## src/shared/pts_params.svh

```systemverilog
// Constants for the precision-time system clock and transmit stamp block.
// Assumes inclusion by bare name from the design and testbench files.
// Function
// - Valid flag set on capture, cleared reading high
// - Control bit 4 enables transmit stamping
// - Packet mode advances time once per stamp
// - Packet mode ignores the increment period
// - Adjustment applied on the next clock
// - Stamp held in two read-only words
// - System time is two 32-bit words
// - Increment value 23:0, period 31:24
// - Adjustment: low word, magnitude, sign bit
`ifndef PTS_PARAMS_SVH
`define PTS_PARAMS_SVH

// Register byte addresses
`define PTS_ADDR_W          17
`define PTS_OFF_TIME_LO     17'h0b600
`define PTS_OFF_TIME_HI     17'h0b604
`define PTS_OFF_INC_ATTR    17'h0b608
`define PTS_OFF_ADJ_LO      17'h0b60c
`define PTS_OFF_ADJ_HI      17'h0b610
`define PTS_OFF_TX_CTRL     17'h0b614
`define PTS_OFF_TX_LO       17'h0b618
`define PTS_OFF_TX_HI       17'h0b61c
`define PTS_OFF_IRQ_STAT    17'h0b640
`define PTS_OFF_IRQ_MASK    17'h0b644

// Field positions
`define PTS_CTRL_VALID_BIT  0
`define PTS_CTRL_EN_BIT     4
`define PTS_CTRL_PKT_BIT    5
`define PTS_INC_VAL_MSB     23
`define PTS_INC_PER_LSB     24
`define PTS_ADJ_SIGN_BIT    31

// Interrupt status bits
`define PTS_IRQ_CAPTURE_BIT 0
`define PTS_IRQ_ADJUST_BIT  1
`define PTS_IRQ_W           2

// Reset values
`define PTS_RST_WORD        32'h0000_0000

`endif

```

## src/shared/pts_pkg.sv

```systemverilog
// Types for the precision-time system clock and transmit stamp block.
// Constants live in the params header.
package pts_pkg;
    typedef logic [31:0] pts_word_t;
    typedef logic [63:0] pts_time_t;
    typedef enum logic [1:0] {
        PTS_RESP_OKAY   = 2'b00,
        PTS_RESP_SLVERR = 2'b10
    } pts_resp_t;
endpackage : pts_pkg

```

## src/verilog/pts_reset_sync.sv

```systemverilog
// Reset release synchroniser.
// Assumes an asynchronous active-low reset from the chip.
`timescale 1ns/1ps
`default_nettype none
module pts_reset_sync (
    // Clock and raw reset
    input  wire logic sys_clk,
    input  wire logic arst_n,
    // Synchronised reset
    output var  logic rst_sync_n
);
    logic stage_q;

    // Assert at once, release after two edges to avoid metastable release
    always_ff @(posedge sys_clk or negedge arst_n) begin
        if (!arst_n) begin
            stage_q    <= 1'b0;
            rst_sync_n <= 1'b0;
        end else begin
            stage_q    <= 1'b1;
            rst_sync_n <= stage_q;
        end
    end
endmodule : pts_reset_sync
`default_nettype wire

```

## src/verilog/pts_time_core.sv

```systemverilog
// Running 64-bit system time with period or packet advance and adjust.
// Assumes one clock domain; load, adjust and packet strobes are pulses.
`timescale 1ns/1ps
`default_nettype none
`include "pts_params.svh"
module pts_time_core #(
    parameter int VAL_W = 24,
    parameter int PER_W = 8
) (
    // Clock and reset
    input  wire logic              sys_clk,
    input  wire logic              rst_n,
    // Configuration
    input  wire logic [VAL_W-1:0]  inc_value,
    input  wire logic [PER_W-1:0]  inc_period,
    input  wire logic              pkt_mode,
    // Events
    input  wire logic              pkt_stamp,
    input  wire logic              adj_go,
    input  wire pts_pkg::pts_time_t adj_mag,
    input  wire logic              adj_sub,
    input  wire logic              load_lo,
    input  wire logic              load_hi,
    input  wire pts_pkg::pts_word_t load_data,
    // Time out
    output var  pts_pkg::pts_time_t time_q
);
    import pts_pkg::*;

    logic [PER_W-1:0] tick_q;
    logic             adv;
    pts_time_t        step;
    pts_time_t        time_d;

    // Period counter; a period of zero never advances in normal mode
    always_ff @(posedge sys_clk or negedge rst_n) begin
        if (!rst_n) begin
            tick_q <= '0;
        end else if (pkt_mode || inc_period == '0) begin
            tick_q <= '0;
        end else if (tick_q + 1'b1 >= inc_period) begin
            tick_q <= '0;
        end else begin
            tick_q <= tick_q + 1'b1;
        end
    end

    // Advance source chosen by mode
    always_comb begin
        if (pkt_mode) begin
            adv = pkt_stamp;
        end else begin
            adv = (inc_period != '0) &&
                  (tick_q + 1'b1 >= inc_period);
        end
        step = adv ? pts_time_t'(inc_value) : '0;
        time_d = time_q + step;
        if (adj_go) begin
            time_d = adj_sub ? time_d - adj_mag
                             : time_d + adj_mag;
        end
        if (load_lo) begin
            time_d[31:0] = load_data;
        end
        if (load_hi) begin
            time_d[63:32] = load_data;
        end
    end

    // Time register
    always_ff @(posedge sys_clk or negedge rst_n) begin
        if (!rst_n) begin
            time_q <= '0;
        end else begin
            time_q <= time_d;
        end
    end
endmodule : pts_time_core
`default_nettype wire

```

## src/verilog/pts_stamp_top.sv

```systemverilog
// Precision-time block top: AXI4-Lite registers, time core, tx stamp.
// Assumes tx_pkt_stamp is a one-cycle pulse from sys_clk domain logic.
//
// Implementation choice: the AXI4-Lite register port.
`timescale 1ns/1ps
`default_nettype none
`include "pts_params.svh"
module pts_stamp_top (
    // Clock and reset
    input  wire logic        sys_clk,
    input  wire logic        arst_n,
    // AXI4-Lite write address
    input  wire logic [16:0] s_axi_awaddr,
    input  wire logic        s_axi_awvalid,
    output var  logic        s_axi_awready,
    // AXI4-Lite write data
    input  wire logic [31:0] s_axi_wdata,
    input  wire logic [3:0]  s_axi_wstrb,
    input  wire logic        s_axi_wvalid,
    output var  logic        s_axi_wready,
    // AXI4-Lite write response
    output var  logic [1:0]  s_axi_bresp,
    output var  logic        s_axi_bvalid,
    input  wire logic        s_axi_bready,
    // AXI4-Lite read address
    input  wire logic [16:0] s_axi_araddr,
    input  wire logic        s_axi_arvalid,
    output var  logic        s_axi_arready,
    // AXI4-Lite read data
    output var  logic [31:0] s_axi_rdata,
    output var  logic [1:0]  s_axi_rresp,
    output var  logic        s_axi_rvalid,
    input  wire logic        s_axi_rready,
    // Transmit path
    input  wire logic        tx_pkt_stamp,
    // Interrupt
    output var  logic        irq
);
    import pts_pkg::*;

    logic        rst_n;
    logic [16:0] aw_addr_q;
    logic        aw_have_q;
    logic [31:0] w_data_q;
    logic [3:0]  w_strb_q;
    logic        w_have_q;
    logic        wr_go;
    pts_word_t   wr_val;
    pts_word_t   inc_attr_q;
    pts_word_t   adj_lo_q;
    pts_word_t   adj_hi_q;
    logic        adj_go_q;
    logic        en_q;
    logic        pkt_q;
    logic        valid_q;
    pts_time_t   stamp_q;
    pts_time_t   sys_time;
    logic        capture;
    logic        rd_go;
    logic        rd_hit;
    pts_word_t   rd_val;
    logic        hi_read;
    logic [`PTS_IRQ_W-1:0] stat_q;
    logic [`PTS_IRQ_W-1:0] mask_q;
    logic [`PTS_IRQ_W-1:0] evt;

    // Byte-lane merge of write data with the current register value
    function automatic pts_word_t merge(input pts_word_t old,
                                        input pts_word_t nw,
                                        input logic [3:0] strb);
        pts_word_t r;
        r = old;
        for (int i = 0; i < 4; i++) begin
            if (strb[i]) begin
                r[i*8 +: 8] = nw[i*8 +: 8];
            end
        end
        return r;
    endfunction : merge

    // Address match used by both read and write decode
    function automatic logic hit(input logic [16:0] a,
                                 input logic [16:0] off);
        return a[16:2] == off[16:2];
    endfunction : hit

    pts_reset_sync u_rst (
        .sys_clk    (sys_clk),
        .arst_n     (arst_n),
        .rst_sync_n (rst_n)
    );

    // Write address and data accepted in either order, held until both
    always_ff @(posedge sys_clk or negedge rst_n) begin
        if (!rst_n) begin
            aw_have_q <= 1'b0;
            aw_addr_q <= '0;
            w_have_q  <= 1'b0;
            w_data_q  <= '0;
            w_strb_q  <= '0;
        end else begin
            if (s_axi_awvalid && s_axi_awready) begin
                aw_have_q <= 1'b1;
                aw_addr_q <= s_axi_awaddr;
            end else if (wr_go) begin
                aw_have_q <= 1'b0;
            end
            if (s_axi_wvalid && s_axi_wready) begin
                w_have_q <= 1'b1;
                w_data_q <= s_axi_wdata;
                w_strb_q <= s_axi_wstrb;
            end else if (wr_go) begin
                w_have_q <= 1'b0;
            end
        end
    end

    assign wr_go = aw_have_q && w_have_q && !s_axi_bvalid;

    // Ready is registered so every output comes from a flip-flop
    always_ff @(posedge sys_clk or negedge rst_n) begin
        if (!rst_n) begin
            s_axi_awready <= 1'b0;
            s_axi_wready  <= 1'b0;
        end else begin
            s_axi_awready <= !aw_have_q && !(s_axi_awvalid && s_axi_awready);
            s_axi_wready  <= !w_have_q && !(s_axi_wvalid && s_axi_wready);
        end
    end

    // Write response; unmapped addresses answer SLVERR
    always_ff @(posedge sys_clk or negedge rst_n) begin
        if (!rst_n) begin
            s_axi_bvalid <= 1'b0;
            s_axi_bresp  <= 2'b00;
        end else if (wr_go) begin
            s_axi_bvalid <= 1'b1;
            s_axi_bresp  <= (hit(aw_addr_q, `PTS_OFF_TIME_LO) ||
                             hit(aw_addr_q, `PTS_OFF_TIME_HI) ||
                             hit(aw_addr_q, `PTS_OFF_INC_ATTR) ||
                             hit(aw_addr_q, `PTS_OFF_ADJ_LO) ||
                             hit(aw_addr_q, `PTS_OFF_ADJ_HI) ||
                             hit(aw_addr_q, `PTS_OFF_TX_CTRL) ||
                             hit(aw_addr_q, `PTS_OFF_TX_LO) ||
                             hit(aw_addr_q, `PTS_OFF_TX_HI) ||
                             hit(aw_addr_q, `PTS_OFF_IRQ_STAT) ||
                             hit(aw_addr_q, `PTS_OFF_IRQ_MASK))
                            ? PTS_RESP_OKAY : PTS_RESP_SLVERR;
        end else if (s_axi_bready) begin
            s_axi_bvalid <= 1'b0;
        end
    end

    // Register writes
    always_ff @(posedge sys_clk or negedge rst_n) begin
        if (!rst_n) begin
            inc_attr_q <= `PTS_RST_WORD;
            adj_lo_q   <= `PTS_RST_WORD;
            adj_hi_q   <= `PTS_RST_WORD;
            en_q       <= 1'b0;
            pkt_q      <= 1'b0;
            mask_q     <= '0;
        end else if (wr_go) begin
            if (hit(aw_addr_q, `PTS_OFF_INC_ATTR)) begin
                inc_attr_q <= merge(inc_attr_q, w_data_q, w_strb_q);
            end
            if (hit(aw_addr_q, `PTS_OFF_ADJ_LO)) begin
                adj_lo_q <= merge(adj_lo_q, w_data_q, w_strb_q);
            end
            if (hit(aw_addr_q, `PTS_OFF_ADJ_HI)) begin
                adj_hi_q <= wr_val;
            end
            if (hit(aw_addr_q, `PTS_OFF_TX_CTRL) && w_strb_q[0]) begin
                en_q  <= w_data_q[`PTS_CTRL_EN_BIT];
                pkt_q <= w_data_q[`PTS_CTRL_PKT_BIT];
            end
            if (hit(aw_addr_q, `PTS_OFF_IRQ_MASK) && w_strb_q[0]) begin
                mask_q <= w_data_q[`PTS_IRQ_W-1:0];
            end
        end
    end

    assign wr_val = merge(adj_hi_q, w_data_q, w_strb_q);

    // Writing the high adjust word launches the adjustment next clock
    always_ff @(posedge sys_clk or negedge rst_n) begin
        if (!rst_n) begin
            adj_go_q <= 1'b0;
        end else begin
            adj_go_q <= wr_go && hit(aw_addr_q, `PTS_OFF_ADJ_HI);
        end
    end

    pts_time_core #(
        .VAL_W (24),
        .PER_W (8)
    ) u_core (
        .sys_clk    (sys_clk),
        .rst_n      (rst_n),
        .inc_value  (inc_attr_q[`PTS_INC_VAL_MSB:0]),
        .inc_period (inc_attr_q[31:`PTS_INC_PER_LSB]),
        .pkt_mode   (pkt_q),
        .pkt_stamp  (capture),
        .adj_go     (adj_go_q),
        .adj_mag    ({1'b0, adj_hi_q[30:0], adj_lo_q}),
        .adj_sub    (adj_hi_q[`PTS_ADJ_SIGN_BIT]),
        .load_lo    (wr_go && hit(aw_addr_q, `PTS_OFF_TIME_LO)),
        .load_hi    (wr_go && hit(aw_addr_q, `PTS_OFF_TIME_HI)),
        .load_data  (w_data_q),
        .time_q     (sys_time)
    );

    // Stamp taken only when enabled and no unread stamp is held
    assign capture = tx_pkt_stamp && en_q && !valid_q;
    assign hi_read = rd_go && hit(s_axi_araddr, `PTS_OFF_TX_HI);

    // Stamp words and valid flag; a capture wins over a clearing read
    always_ff @(posedge sys_clk or negedge rst_n) begin
        if (!rst_n) begin
            stamp_q <= '0;
            valid_q <= 1'b0;
        end else if (capture) begin
            stamp_q <= sys_time;
            valid_q <= 1'b1;
        end else if (hi_read) begin
            valid_q <= 1'b0;
        end
    end

    // Read channel; one-cycle latency from address acceptance
    assign rd_go = s_axi_arvalid && s_axi_arready;

    always_comb begin
        rd_hit = 1'b1;
        rd_val = '0;
        case (1'b1)
            hit(s_axi_araddr, `PTS_OFF_TIME_LO):  rd_val = sys_time[31:0];
            hit(s_axi_araddr, `PTS_OFF_TIME_HI):  rd_val = sys_time[63:32];
            hit(s_axi_araddr, `PTS_OFF_INC_ATTR): rd_val = inc_attr_q;
            hit(s_axi_araddr, `PTS_OFF_ADJ_LO):   rd_val = adj_lo_q;
            hit(s_axi_araddr, `PTS_OFF_ADJ_HI):   rd_val = adj_hi_q;
            hit(s_axi_araddr, `PTS_OFF_TX_CTRL): begin
                rd_val[`PTS_CTRL_VALID_BIT] = valid_q;
                rd_val[`PTS_CTRL_EN_BIT]    = en_q;
                rd_val[`PTS_CTRL_PKT_BIT]   = pkt_q;
            end
            hit(s_axi_araddr, `PTS_OFF_TX_LO):    rd_val = stamp_q[31:0];
            hit(s_axi_araddr, `PTS_OFF_TX_HI):    rd_val = stamp_q[63:32];
            hit(s_axi_araddr, `PTS_OFF_IRQ_STAT):
                rd_val[`PTS_IRQ_W-1:0] = stat_q;
            hit(s_axi_araddr, `PTS_OFF_IRQ_MASK):
                rd_val[`PTS_IRQ_W-1:0] = mask_q;
            default: rd_hit = 1'b0;
        endcase
    end

    always_ff @(posedge sys_clk or negedge rst_n) begin
        if (!rst_n) begin
            s_axi_arready <= 1'b0;
            s_axi_rvalid  <= 1'b0;
            s_axi_rdata   <= '0;
            s_axi_rresp   <= 2'b00;
        end else begin
            s_axi_arready <= !s_axi_rvalid && !rd_go;
            if (rd_go) begin
                s_axi_rvalid <= 1'b1;
                s_axi_rdata  <= rd_val;
                s_axi_rresp  <= rd_hit ? PTS_RESP_OKAY : PTS_RESP_SLVERR;
            end else if (s_axi_rready) begin
                s_axi_rvalid <= 1'b0;
            end
        end
    end

    // Sticky events: a stamp captured, an adjustment applied
    assign evt[`PTS_IRQ_CAPTURE_BIT] = capture;
    assign evt[`PTS_IRQ_ADJUST_BIT]  = adj_go_q;

    // Write one to clear; a new event in the same cycle keeps the bit
    always_ff @(posedge sys_clk or negedge rst_n) begin
        if (!rst_n) begin
            stat_q <= '0;
        end else if (wr_go && hit(aw_addr_q, `PTS_OFF_IRQ_STAT)
                     && w_strb_q[0]) begin
            stat_q <= (stat_q & ~w_data_q[`PTS_IRQ_W-1:0]) | evt;
        end else begin
            stat_q <= stat_q | evt;
        end
    end

    always_ff @(posedge sys_clk or negedge rst_n) begin
        if (!rst_n) begin
            irq <= 1'b0;
        end else begin
            irq <= |(stat_q & mask_q);
        end
    end
endmodule : pts_stamp_top
`default_nettype wire

```

## config.mk

```make
export PLATFORM = sky130hd
export DESIGN_NAME = pts_stamp_top
export DESIGN_NICKNAME = d
export VERILOG_FILES = /design/src/shared/pts_pkg.sv /design/src/verilog/pts_reset_sync.sv /design/src/verilog/pts_time_core.sv /design/src/verilog/pts_stamp_top.sv
export VERILOG_INCLUDE_DIRS = /design/src /design/src/shared
export SDC_FILE = /design/constraint.sdc
export NUM_CORES = 1
export LEC_CHECK = 0
export BUFFER_PORTS_ARGS = -buffer_cell sky130_fd_sc_hd__buf_2
export CAP_MARGIN = 10
export CELL_PAD_IN_SITES_DETAIL_PLACEMENT = 0
export CELL_PAD_IN_SITES_GLOBAL_PLACEMENT = 1
export CORE_ASPECT_RATIO = 1.1
export CORE_UTILIZATION = 30
export DETAILED_ROUTE_END_ITERATION = 10
export GPL_ROUTABILITY_DRIVEN = 0
export PLACE_DENSITY_LB_ADDON = 0.25
export SKIP_LAST_GASP = 1
export SLEW_MARGIN = 5
export SYNTH_ARGS = -nofsm -noshare
export SYNTH_HDL_FRONTEND = slang
export SYNTH_HIERARCHICAL = 1
export SYNTH_SLANG_ARGS = --single-unit
export TNS_END_PERCENT = 20
```

## constraint.sdc

```tcl
create_clock -name sys_clk -period 16.5 [get_ports sys_clk]
set_input_delay 1.65 -clock sys_clk [delete_from_list [all_inputs] [get_ports sys_clk]]
set_output_delay 1.65 -clock sys_clk [all_outputs]
set_load 0.02 [all_outputs]
```

After elaboration in Yosys (flattened, before gate mapping)
Cells that the tools add are included.
W data, S select, Z words.

operators by class
  eq/ne operators = 20
  bitwise operators = 5
  $add $sub $neg = 4
  magnitude comparators = 1
  muxes and demuxes = 74
  reduce and logical (&&, ||, !) cells = 59

operator list
  cell                    count
  $eq A15 B14 Y1 const B  20
  $mux W26                8
  $mux W64                2
  $add A64 B63 Y64        1
  $add A64 B64 Y64        1
  $mux W32                2
  $sub A64 B63 Y64        1
  $mux W1                 40
  $mux W2                 19
  $reduce_and A3 Y1       12
  $mux W24                1
  $logic_and A1 B1 Y1     19
  $mux W8                 2
  $logic_or A1 B1 Y1      10
  $reduce_bool A2 Y1      5
  $add A8 B1 Y8 const B   1
  $ge A8 B8 Y1            1
  $logic_not A1 Y1        8
  $logic_not A8 Y1        1
  $reduce_bool A8 Y1      1
  $and A2 B2 Y2           2
  $or A2 B2 Y2            2
  $reduce_and A2 Y1       2
  $not A2 Y2              1
  $reduce_or A2 Y1        1

storage, ports and cells
  flip-flop bits (word level) = 339
  bits of input ports = 78

Logic depth before layout (Yosys ltp)
Gate-level depths: netlist of run 1.

  word-level depth = 12
  gate-level depth with buffers = 37
  mapped depth without buffers = 36

Modules after synthesis
Netlist of run 1, hierarchy kept.

by module, submodules not included
  module          sequential area each (µm²)  cells each  area an instance (µm²)  instances
  pts_stamp_top   6531.3                      1113        12061.6                 1
  pts_time_core   1801.7                      1441        10699.0                 1
  pts_reset_sync  50.0                        3           53.8                    1

Least setup slack after synthesis of run 1
OpenSTA, ideal clock, no wires.

  kind = input-to-reg
  start = in tx_pkt_stamp
  end = reg u_core.time_q[63]
  setup slack = 8.288 ns
  arrival = 8.118 ns
  stages on the path = 29
  cells stage by stage = nand3_1 > clkinv_1 > clkbuf_1 > nand2_1 > o21ai_1 > clkbuf_1 > and2_1 > ha_1 > a21o_1 > a21o_1 > a211o_1 > o21a_1 > a221o_1 > a41o_1 > and2_1 > and3_1 > xor2_1 > ha_1 > clkbuf_1 > a21oi_1 > nand2_1 > a221oi_2 > o21ai_1 > a221o_1 > a41oi_1 > o221ai_1 > a221oi_1 > mux4_2 > a221oi_2

on the way
  cells in the longest elaborated chain, start to end = 9
  elaborated cells on any way between the ends = 10
  those cells by class = 3 x add/sub; 5 x mux; 2 x reduce/logical

ends and longest elaborated chain
  element                                               RTL line                                  RTL
  start: declaration                                    pts_stamp_top.sv:35                       input wire logic tx_pkt_stamp,
  $logic_and A1 B1 Y1 * (2 in a row)                    pts_stamp_top.sv:214                      assign capture = tx_pkt_stamp && en_q && !valid_q;
  named net capture                                     pts_stamp_top.sv:58                       logic capture;
  $mux W1 *                                             pts_time_core.sv:50                       if (pkt_mode) begin
  $mux W24 *                                            pts_time_core.sv:56                       step = adv ? pts_time_t'(inc_value) : '0;
  $add A64 B64 Y64 *                                    pts_time_core.sv:57                       time_d = time_q + step;
  $add A64 B63 Y64 or $sub A64 B63 Y64 (tied branches)  pts_time_core.sv:60, pts_time_core.sv:59
  $mux W64                                              pts_time_core.sv:59                       time_d = adj_sub ? time_d - adj_mag
  $mux W64 *                                            pts_time_core.sv:58                       if (adj_go) begin
  $mux W32 *                                            pts_time_core.sv:65                       if (load_hi) begin
  named net u_core.time_d[63]                           pts_time_core.sv:33                       pts_time_t time_d;
  end signal: assignment                                pts_time_core.sv:75                       time_q <= time_d;
  end: declaration                                      pts_time_core.sv:26                       output var pts_pkg::pts_time_t time_q

Mark *: on every way through the listed nets, which the timed path passes. The rest lies on a longest branch.
A chain may end at the register's enable or synchronous reset.

Final worst setup path of run 1
  start = reg u_core.tick_q[0]
  end = reg u_core.time_q[63]

on the way
  cells in the longest elaborated chain, start to end = 10
  elaborated cells on any way between the ends = 11
  those cells by class = 4 x add/sub; 1 x order compare; 5 x mux; 1 x reduce/logical

ends and longest elaborated chain
  element                                               RTL line                                  RTL
  start: declaration                                    pts_time_core.sv:30                       logic [PER_W-1:0] tick_q;
  start signal: assignment                              pts_time_core.sv:44                       tick_q <= tick_q + 1'b1;
  $add A8 B1 Y8 *                                       pts_time_core.sv:54                       (tick_q + 1'b1 >= inc_period);
  $ge A8 B8 Y1 *                                        pts_time_core.sv:54
  $logic_and A1 B1 Y1 *                                 pts_time_core.sv:53                       adv = (inc_period != '0) &&
  $mux W1 *                                             pts_time_core.sv:50
  $mux W24 *                                            pts_time_core.sv:56
  $add A64 B64 Y64 *                                    pts_time_core.sv:57
  $add A64 B63 Y64 or $sub A64 B63 Y64 (tied branches)  pts_time_core.sv:60, pts_time_core.sv:59
  $mux W64                                              pts_time_core.sv:59
  $mux W64 *                                            pts_time_core.sv:58
  $mux W32 *                                            pts_time_core.sv:65
  named net u_core.time_d[63]                           pts_time_core.sv:33

Marked as above.

==> results of run 1 <==
state kept, by name, summed over array words and instances, names as in the netlist, 4 cells and up:
| name | flops |
|---|---|
| s_axi_rdata | 32 |
| inc_attr_q | 32 |
| adj_hi_q | 32 |
| adj_lo_q | 32 |
| u_core/time_q | 64 |
| u_core/tick_q | 8 |
| w_data_q | 32 |
| w_strb_q | 4 |
| stamp_q | 64 |
| aw_addr_q | 15 |
metrics by stage:
step,power (mW),hold WS [ns],instances
final,2.43,0.353,3597
after global routing,2.53,0.367,3597
after CTS,2.46,0.359,3597
after detailed placement,1.53,0.337,3523
after global placement,1.52,0.337,3523
after floorplan,1.29,0.331,2560
report_power, final:
| group | internal (mW) | total [mW] | switching (mW) |
|---|---|---|---|
| clock | 0.536 | 0.922 | 0.386 |
| sequential | 0.915 | 1.10 | 0.188 |
| combinational | 0.176 | 0.404 | 0.228 |
| total | 1.63 | 2.43 | 0.802 |
critical path: cells and delay by family, from the launching register on:
| family | cells | cell delay (ns) |
|---|---|---|
| fa+ha+maj | 4 | 1.33 |
| simple gates | 7 | 1.35 |
| compound gates | 20 | 5.96 |
| buf+inv | 1 | 0.21 |
| flops | 1 | 0.42 |
| mux | 1 | 0.58 |
| xor+xnor | 1 | 0.15 |
layout by cell type (no fill, tap or decap), drive strengths merged, types with 59 or more instances in the layout:
| master | instances |
|---|---|
| a21o | 65 |
| a21oi | 169 |
| and3 | 83 |
| buf | 145 |
| clkbuf | 59 |
| dfrtp | 335 |
| ha | 97 |
| inv | 72 |
| mux2 | 160 |
| nand2 | 334 |
| nand3 | 86 |
| nor2 | 160 |
| o21ai | 151 |
| xnor2 | 122 |
worst max path at each step:
stage                           from                 to  slack (ns)  cells past startpoint
floorplan           u_rst/rst_sync_n           adj_go_q        6.47                      0
global placement    u_core/tick_q[0]  u_core/time_q[63]        6.44                     34
detailed placement  u_core/tick_q[0]  u_core/time_q[63]        6.55                     34
CTS                 u_core/tick_q[0]  u_core/time_q[63]        6.50                     34
global route        u_core/tick_q[0]  u_core/time_q[63]        5.91                     34
finish              u_core/tick_q[0]  u_core/time_q[63]        6.38                     34
metal layers:
layer  track usage  wire length [um]  vias to the layer above
met5             0                13                        -
li1              -                 -                     9330
met4        0.0823              3120                        2
met2         0.399             44000                      589
met3        0.0363              4810                      160
met1         0.300             39300                    10300
logic make-up after synthesis:
logic type,Yosys count
buf+inv,216
flops,335
other cells,2
mux,181
compound gates,633
fa+ha+maj,99
simple gates,912
xor+xnor,179
area by class of cell:
type                       instances  area, um^2
timing repair buffer             145         806
clock buffer                      59        1150
clock inverter                    15         188
sequential                       335        8390
tap                              963        1200
fill                            7753       49200
inverter                          71         267
multi-input combinational       2009       13700
==> results.json, run 1 <==
{
  "status": "finished clean",
  "cts_root_buf": "clkbuf_16",
  "cts_max_level": 2,
  "reg2reg_to": "u_core/time_q[63]",
  "wl_per_cell_um": 25.4,
  "dr.pass1.iters": 6,
  "crit_top_cell": "ha_1",
  "synth_seq_area_share": 0.367,
  "ir_worst_vdd_v": 0.0000552,
  "vias": 20300,
  "worstHoldStart": "u_rst/stage_q",
  "overflow": 0,
  "synthDistinctLibCells": 99,
  "synthAdderAreaFrac": 0.0550,
  "slew_headroom": 0.0513,
  "hp-class": "flip-flop to flip-flop",
  "worst_setup_path_start_kind": "flip-flop",
  "maxSlewViolCount": 0,
  "drt_iter0_drc": 1818,
  "postCtsHoldBufs": 0,
  "synth_top_area_share": 0.367,
  "post-route-period-util": 0.614,
  "fin_crit_ns": 10.12,
  "synthTopCellsByCount": "335 x dfrtp_1, 330 x nand2_1, 169 x a21oi_1",
  "wl_um": 91200,
  "grt_pass1_wl_um": 136000,
  "max_cap_violations": 0,
  "rows": 105,
  "ys.flop_type": "dfrtp_1",
  "setup_ws_ns": 6.38,
  "clock_sinks": 335,
  "timing_worst_setup_path_type": "flip-flop to flip-flop",
  "critPathMaxStageDelay_ns": 0.63,
  "finalHoldViolCount": 0,
  "ctsResizeCount": 0,
  "final_core_util": 0.343,
  "netlist_instances": 2557,
  "synth-compound-area-share": 0.184,
  "synth_top_family_by_area": "simple AND/OR/NAND/NOR gates",
  "grt_max_degree": 69,
  "diodes": 0,
  "synth_xor_area_frac": 0.0690,
  "yosysMostFrequentCell": "dfrtp_1",
  "arrival_ns": 10.62,
  "synth_edf_count": 0,
  "coreArea_um2": 74900,
  "syn_avg_cell_area_um2": 8.92,
  "grt_setup_unrepaired": "no",
  "fmax_ghz": 0.0988,
  "yosys.area.top_type": "dfrtp_1",
  "clock_latency_ns": 0.59,
  "final_net_count": 2780,
  "antenna_found_initial": 4,
  "cts_tree": "built",
  "io_pins": 120,
  "finClkSkew_ns": 0.0206,
  "dp_hpwl_um": 66100,
  "cts.path.max_buffers": 3,
  "die_h_um": 291,
  "setup_viol": 0,
  "viasPerCell": 5.66,
  "grtUsageTotal": 0.235,
  "r2r-start": "u_core/tick_q[0]",
  "area_delta_synth_final_pct": 12.7,
  "cts_setup_buffers": 0,
  "critPathCaptureType": "flip-flop",
  "dieArea_um2": 77200,
  "worstMarginPinSlew_ns": 1.41,
  "synthMuxAreaShare": 0.0887,
  "drc_errors": 0,
  "synth.area.top_cells": "dfrtp_1 37%, mux2_2 7.6%, nand2_1 5.4%",
  "worst-path-max-fanout": 25,
  "dpl-instance-area_um2": 24400,
  "ys_ff_latch": 335,
  "power.density_nw_per_um2": 94.5,
  "tns_ns": 0,
  "p_leak_nw": 11.7,
  "die_x_um": 265,
  "start_util": 0.305,
  "antenna_left": 0,
  "required_ns": 16.99,
  "final_area_um2": 25700,
  "crit_path_top_delay_cell": "a21oi_1",
  "async_reset_ff_frac": 1.00,
  "holdPathEnd": "u_rst/rst_sync_n",
  "yosysWarningCount": 6,
  "port_buffers": 113,
  "synth-simple-area-share": 0.199,
  "syn_area_um2": 22800,
  "clk_pin_slew_worst_paths_ns": 0.06,
  "r2r_slack_ns": 6.38,
  "min_path_cells": 0,
  "post-place-ws_ns": 6.55,
  "grt_pass1_vias": 20500,
  "rr_worst_depth": 34,
  "numCtsBuffers": 41,
  "drive_gt1_frac": 0.164
}
(Power assumes the default switching activity.)
==> inputs of run 2 (changes only) <==
==> constraint.sdc (replaced) <==
create_clock -name sys_clk -period 9.55 [get_ports sys_clk]
set_input_delay 0.955 -clock sys_clk [delete_from_list [all_inputs] [get_ports sys_clk]]
set_output_delay 0.955 -clock sys_clk [all_outputs]
set_load 0.02 [all_outputs]
==> run 2 against run 1 <==
Effect of this change: combinational power grew 73%; first-iteration DRC count decreased by 12%; sequential share of layout area shrank 0.38 points; clock skew increased by 0.0086 ns; critical endpoint unchanged; final area rose by 1.2%; via count up 0.32%; count of clock-buffer cells in the layout is 2 lower; non-clock buffer count grew 24; sequential power is 74% higher; global-route usage hardly changed; setup slack lost 5.9 ns; die area unchanged.
==> results.json, run 2 (synthesis results as in run 1) <==
{
  "cts_tree": "built",
  "status": "finished clean",
  "antenna_found_initial": 4,
  "vias": 20400,
  "n_fill_cell": 7758,
  "critPathCaptureType": "flip-flop",
  "clock_latency_ns": 0.59,
  "hp-class": "input pin to asynchronous set/reset pin",
  "grtUsageTotal": 0.235,
  "port_buffers": 113,
  "final_net_count": 2805,
  "worst-path-max-fanout": 11,
  "clock_sinks": 335,
  "fmax_ghz": 0.110,
  "crit_top_cell": "ha_1",
  "cts_root_buf": "clkbuf_16",
  "maxSlewViolCount": 0,
  "start_util": 0.305,
  "postCtsHoldBufs": 0,
  "antenna_left": 0,
  "max_cap_violations": 0,
  "power.density_nw_per_um2": 166,
  "r2r_slack_ns": 0.43,
  "final_common_cell": "dfrtp_1",
  "wl_um": 91700,
  "drt_iter0_drc": 1595,
  "overflow": 0,
  "worst_setup_path_start_kind": "flip-flop",
  "finClkSkew_ns": 0.0292,
  "wl_per_cell_um": 25.3,
  "post-place-ws_ns": 0.447,
  "drive_gt1_frac": 0.174,
  "setup_viol": 0,
  "fin_hold_ws_ns": 0.162,
  "timing_worst_setup_path_type": "flip-flop to flip-flop",
  "cts_max_level": 2,
  "tns_ns": 0,
  "reg2reg_to": "u_core/time_q[63]",
  "slew_headroom": 0.159,
  "io_pins": 120,
  "area_delta_synth_final_pct": 14.0,
  "grt_max_degree": 129,
  "grt_setup_unrepaired": "no",
  "rr_worst_depth": 33,
  "p_leak_nw": 11.9,
  "cts_setup_buffers": 0,
  "cts.path.max_buffers": 3,
  "required_ns": 10.04,
  "arrival_ns": 9.61,
  "post-route-period-util": 0.955,
  "die_h_um": 291,
  "clk_pin_slew_worst_paths_ns": 0.06,
  "layout_common_cells": "332 x dfrtp_1, 329 x nand2_1, 168 x a21oi_1, 157 x nor2_1, 154 x mux2_2",
  "numCtsBuffers": 42,
  "coreArea_um2": 74900,
  "r2r-start": "u_core/tick_q[0]",
  "final_core_util": 0.347,
  "grt_pass1_vias": 20600,
  "fin_crit_ns": 9.12,
  "setup_ws_ns": 0.428,
  "die_x_um": 265,
  "grt_pass1_wl_um": 136000,
  "top_regs": "stamp_q: 64 flops, u_core/time_q: 64 flops",
  "rows": 105,
  "dieArea_um2": 77200,
  "viasPerCell": 5.63,
  "dp_hpwl_um": 66600,
  "ctsResizeCount": 0,
  "worstMarginPinSlew_ns": 1.25,
  "ir_worst_vdd_v": 0.000140,
  "dr.pass1.iters": 6,
  "drc_errors": 0,
  "finalHoldViolCount": 0,
  "crit_path_top_delay_cell": "mux4_2",
  "critPathMaxStageDelay_ns": 0.56
}
-- run 2: cell type report --
type	instances	area, um^2	share of cell area
clock inverter	20	258	0.00991
inverter	71	267	0.0102
tap	963	1200	0.0463
timing repair buffer	169	998	0.0384
clock buffer	57	1190	0.0456
multi-input combinational	2009	13700	0.527
sequential	335	8390	0.322
antenna	3	7.51	0.000289
-- run 2: worst max path at each step --
stage | startpoint | endpoint | slack, ns | cells after the start
CTS | u_core/tick_q[0] | u_core/time_q[63] | 0.38 | 33
floorplan | u_core/tick_q[0] | u_core/time_q[63] | 1.47 | 35
detailed placement | u_core/tick_q[0] | u_core/time_q[63] | 0.45 | 33
finish | u_core/tick_q[0] | u_core/time_q[63] | 0.43 | 33
global route | u_core/tick_q[0] | u_core/time_q[63] | 0.07 | 35
global placement | u_core/tick_q[0] | u_core/time_q[63] | 0.45 | 33
-- run 2: stage by stage --
stage	power [mW]	instances	instance area, um^2
after detailed placement	2.65	3547	24600
final	4.31	3627	26000
after CTS	4.37	3624	26000
after global placement	2.64	3547	24600
after global routing	4.48	3624	26000
after floorplan	2.23	2560	22800
-- run 2: per-layer routing --
metal | global-route usage | wire, um
met1 | 0.303 | 39600
met2 | 0.400 | 44400
met3 | 0.0292 | 4370
met4 | 0.0873 | 3330
met5 | 0 | 0
-- run 2: worst max-delay path: cells and delay by family (launching register included) --
family / cells / cell delay, ns
AO/OA/AOI/OAI: 20 / 5.37
XOR/XNOR: 1 / 0.16
adder cells (fa/ha/maj): 4 / 1.31
flip-flops: 1 / 0.42
multiplexers: 1 / 0.56
AND/OR/NAND/NOR: 7 / 1.16
-- run 2: power by group --
| group | total [mW] | internal (mW) | switching [mW] |
|---|---|---|---|
| Combinational | 0.700 | 0.307 | 0.393 |
| Clock | 1.70 | 1.01 | 0.687 |
| Sequential | 1.91 | 1.58 | 0.329 |
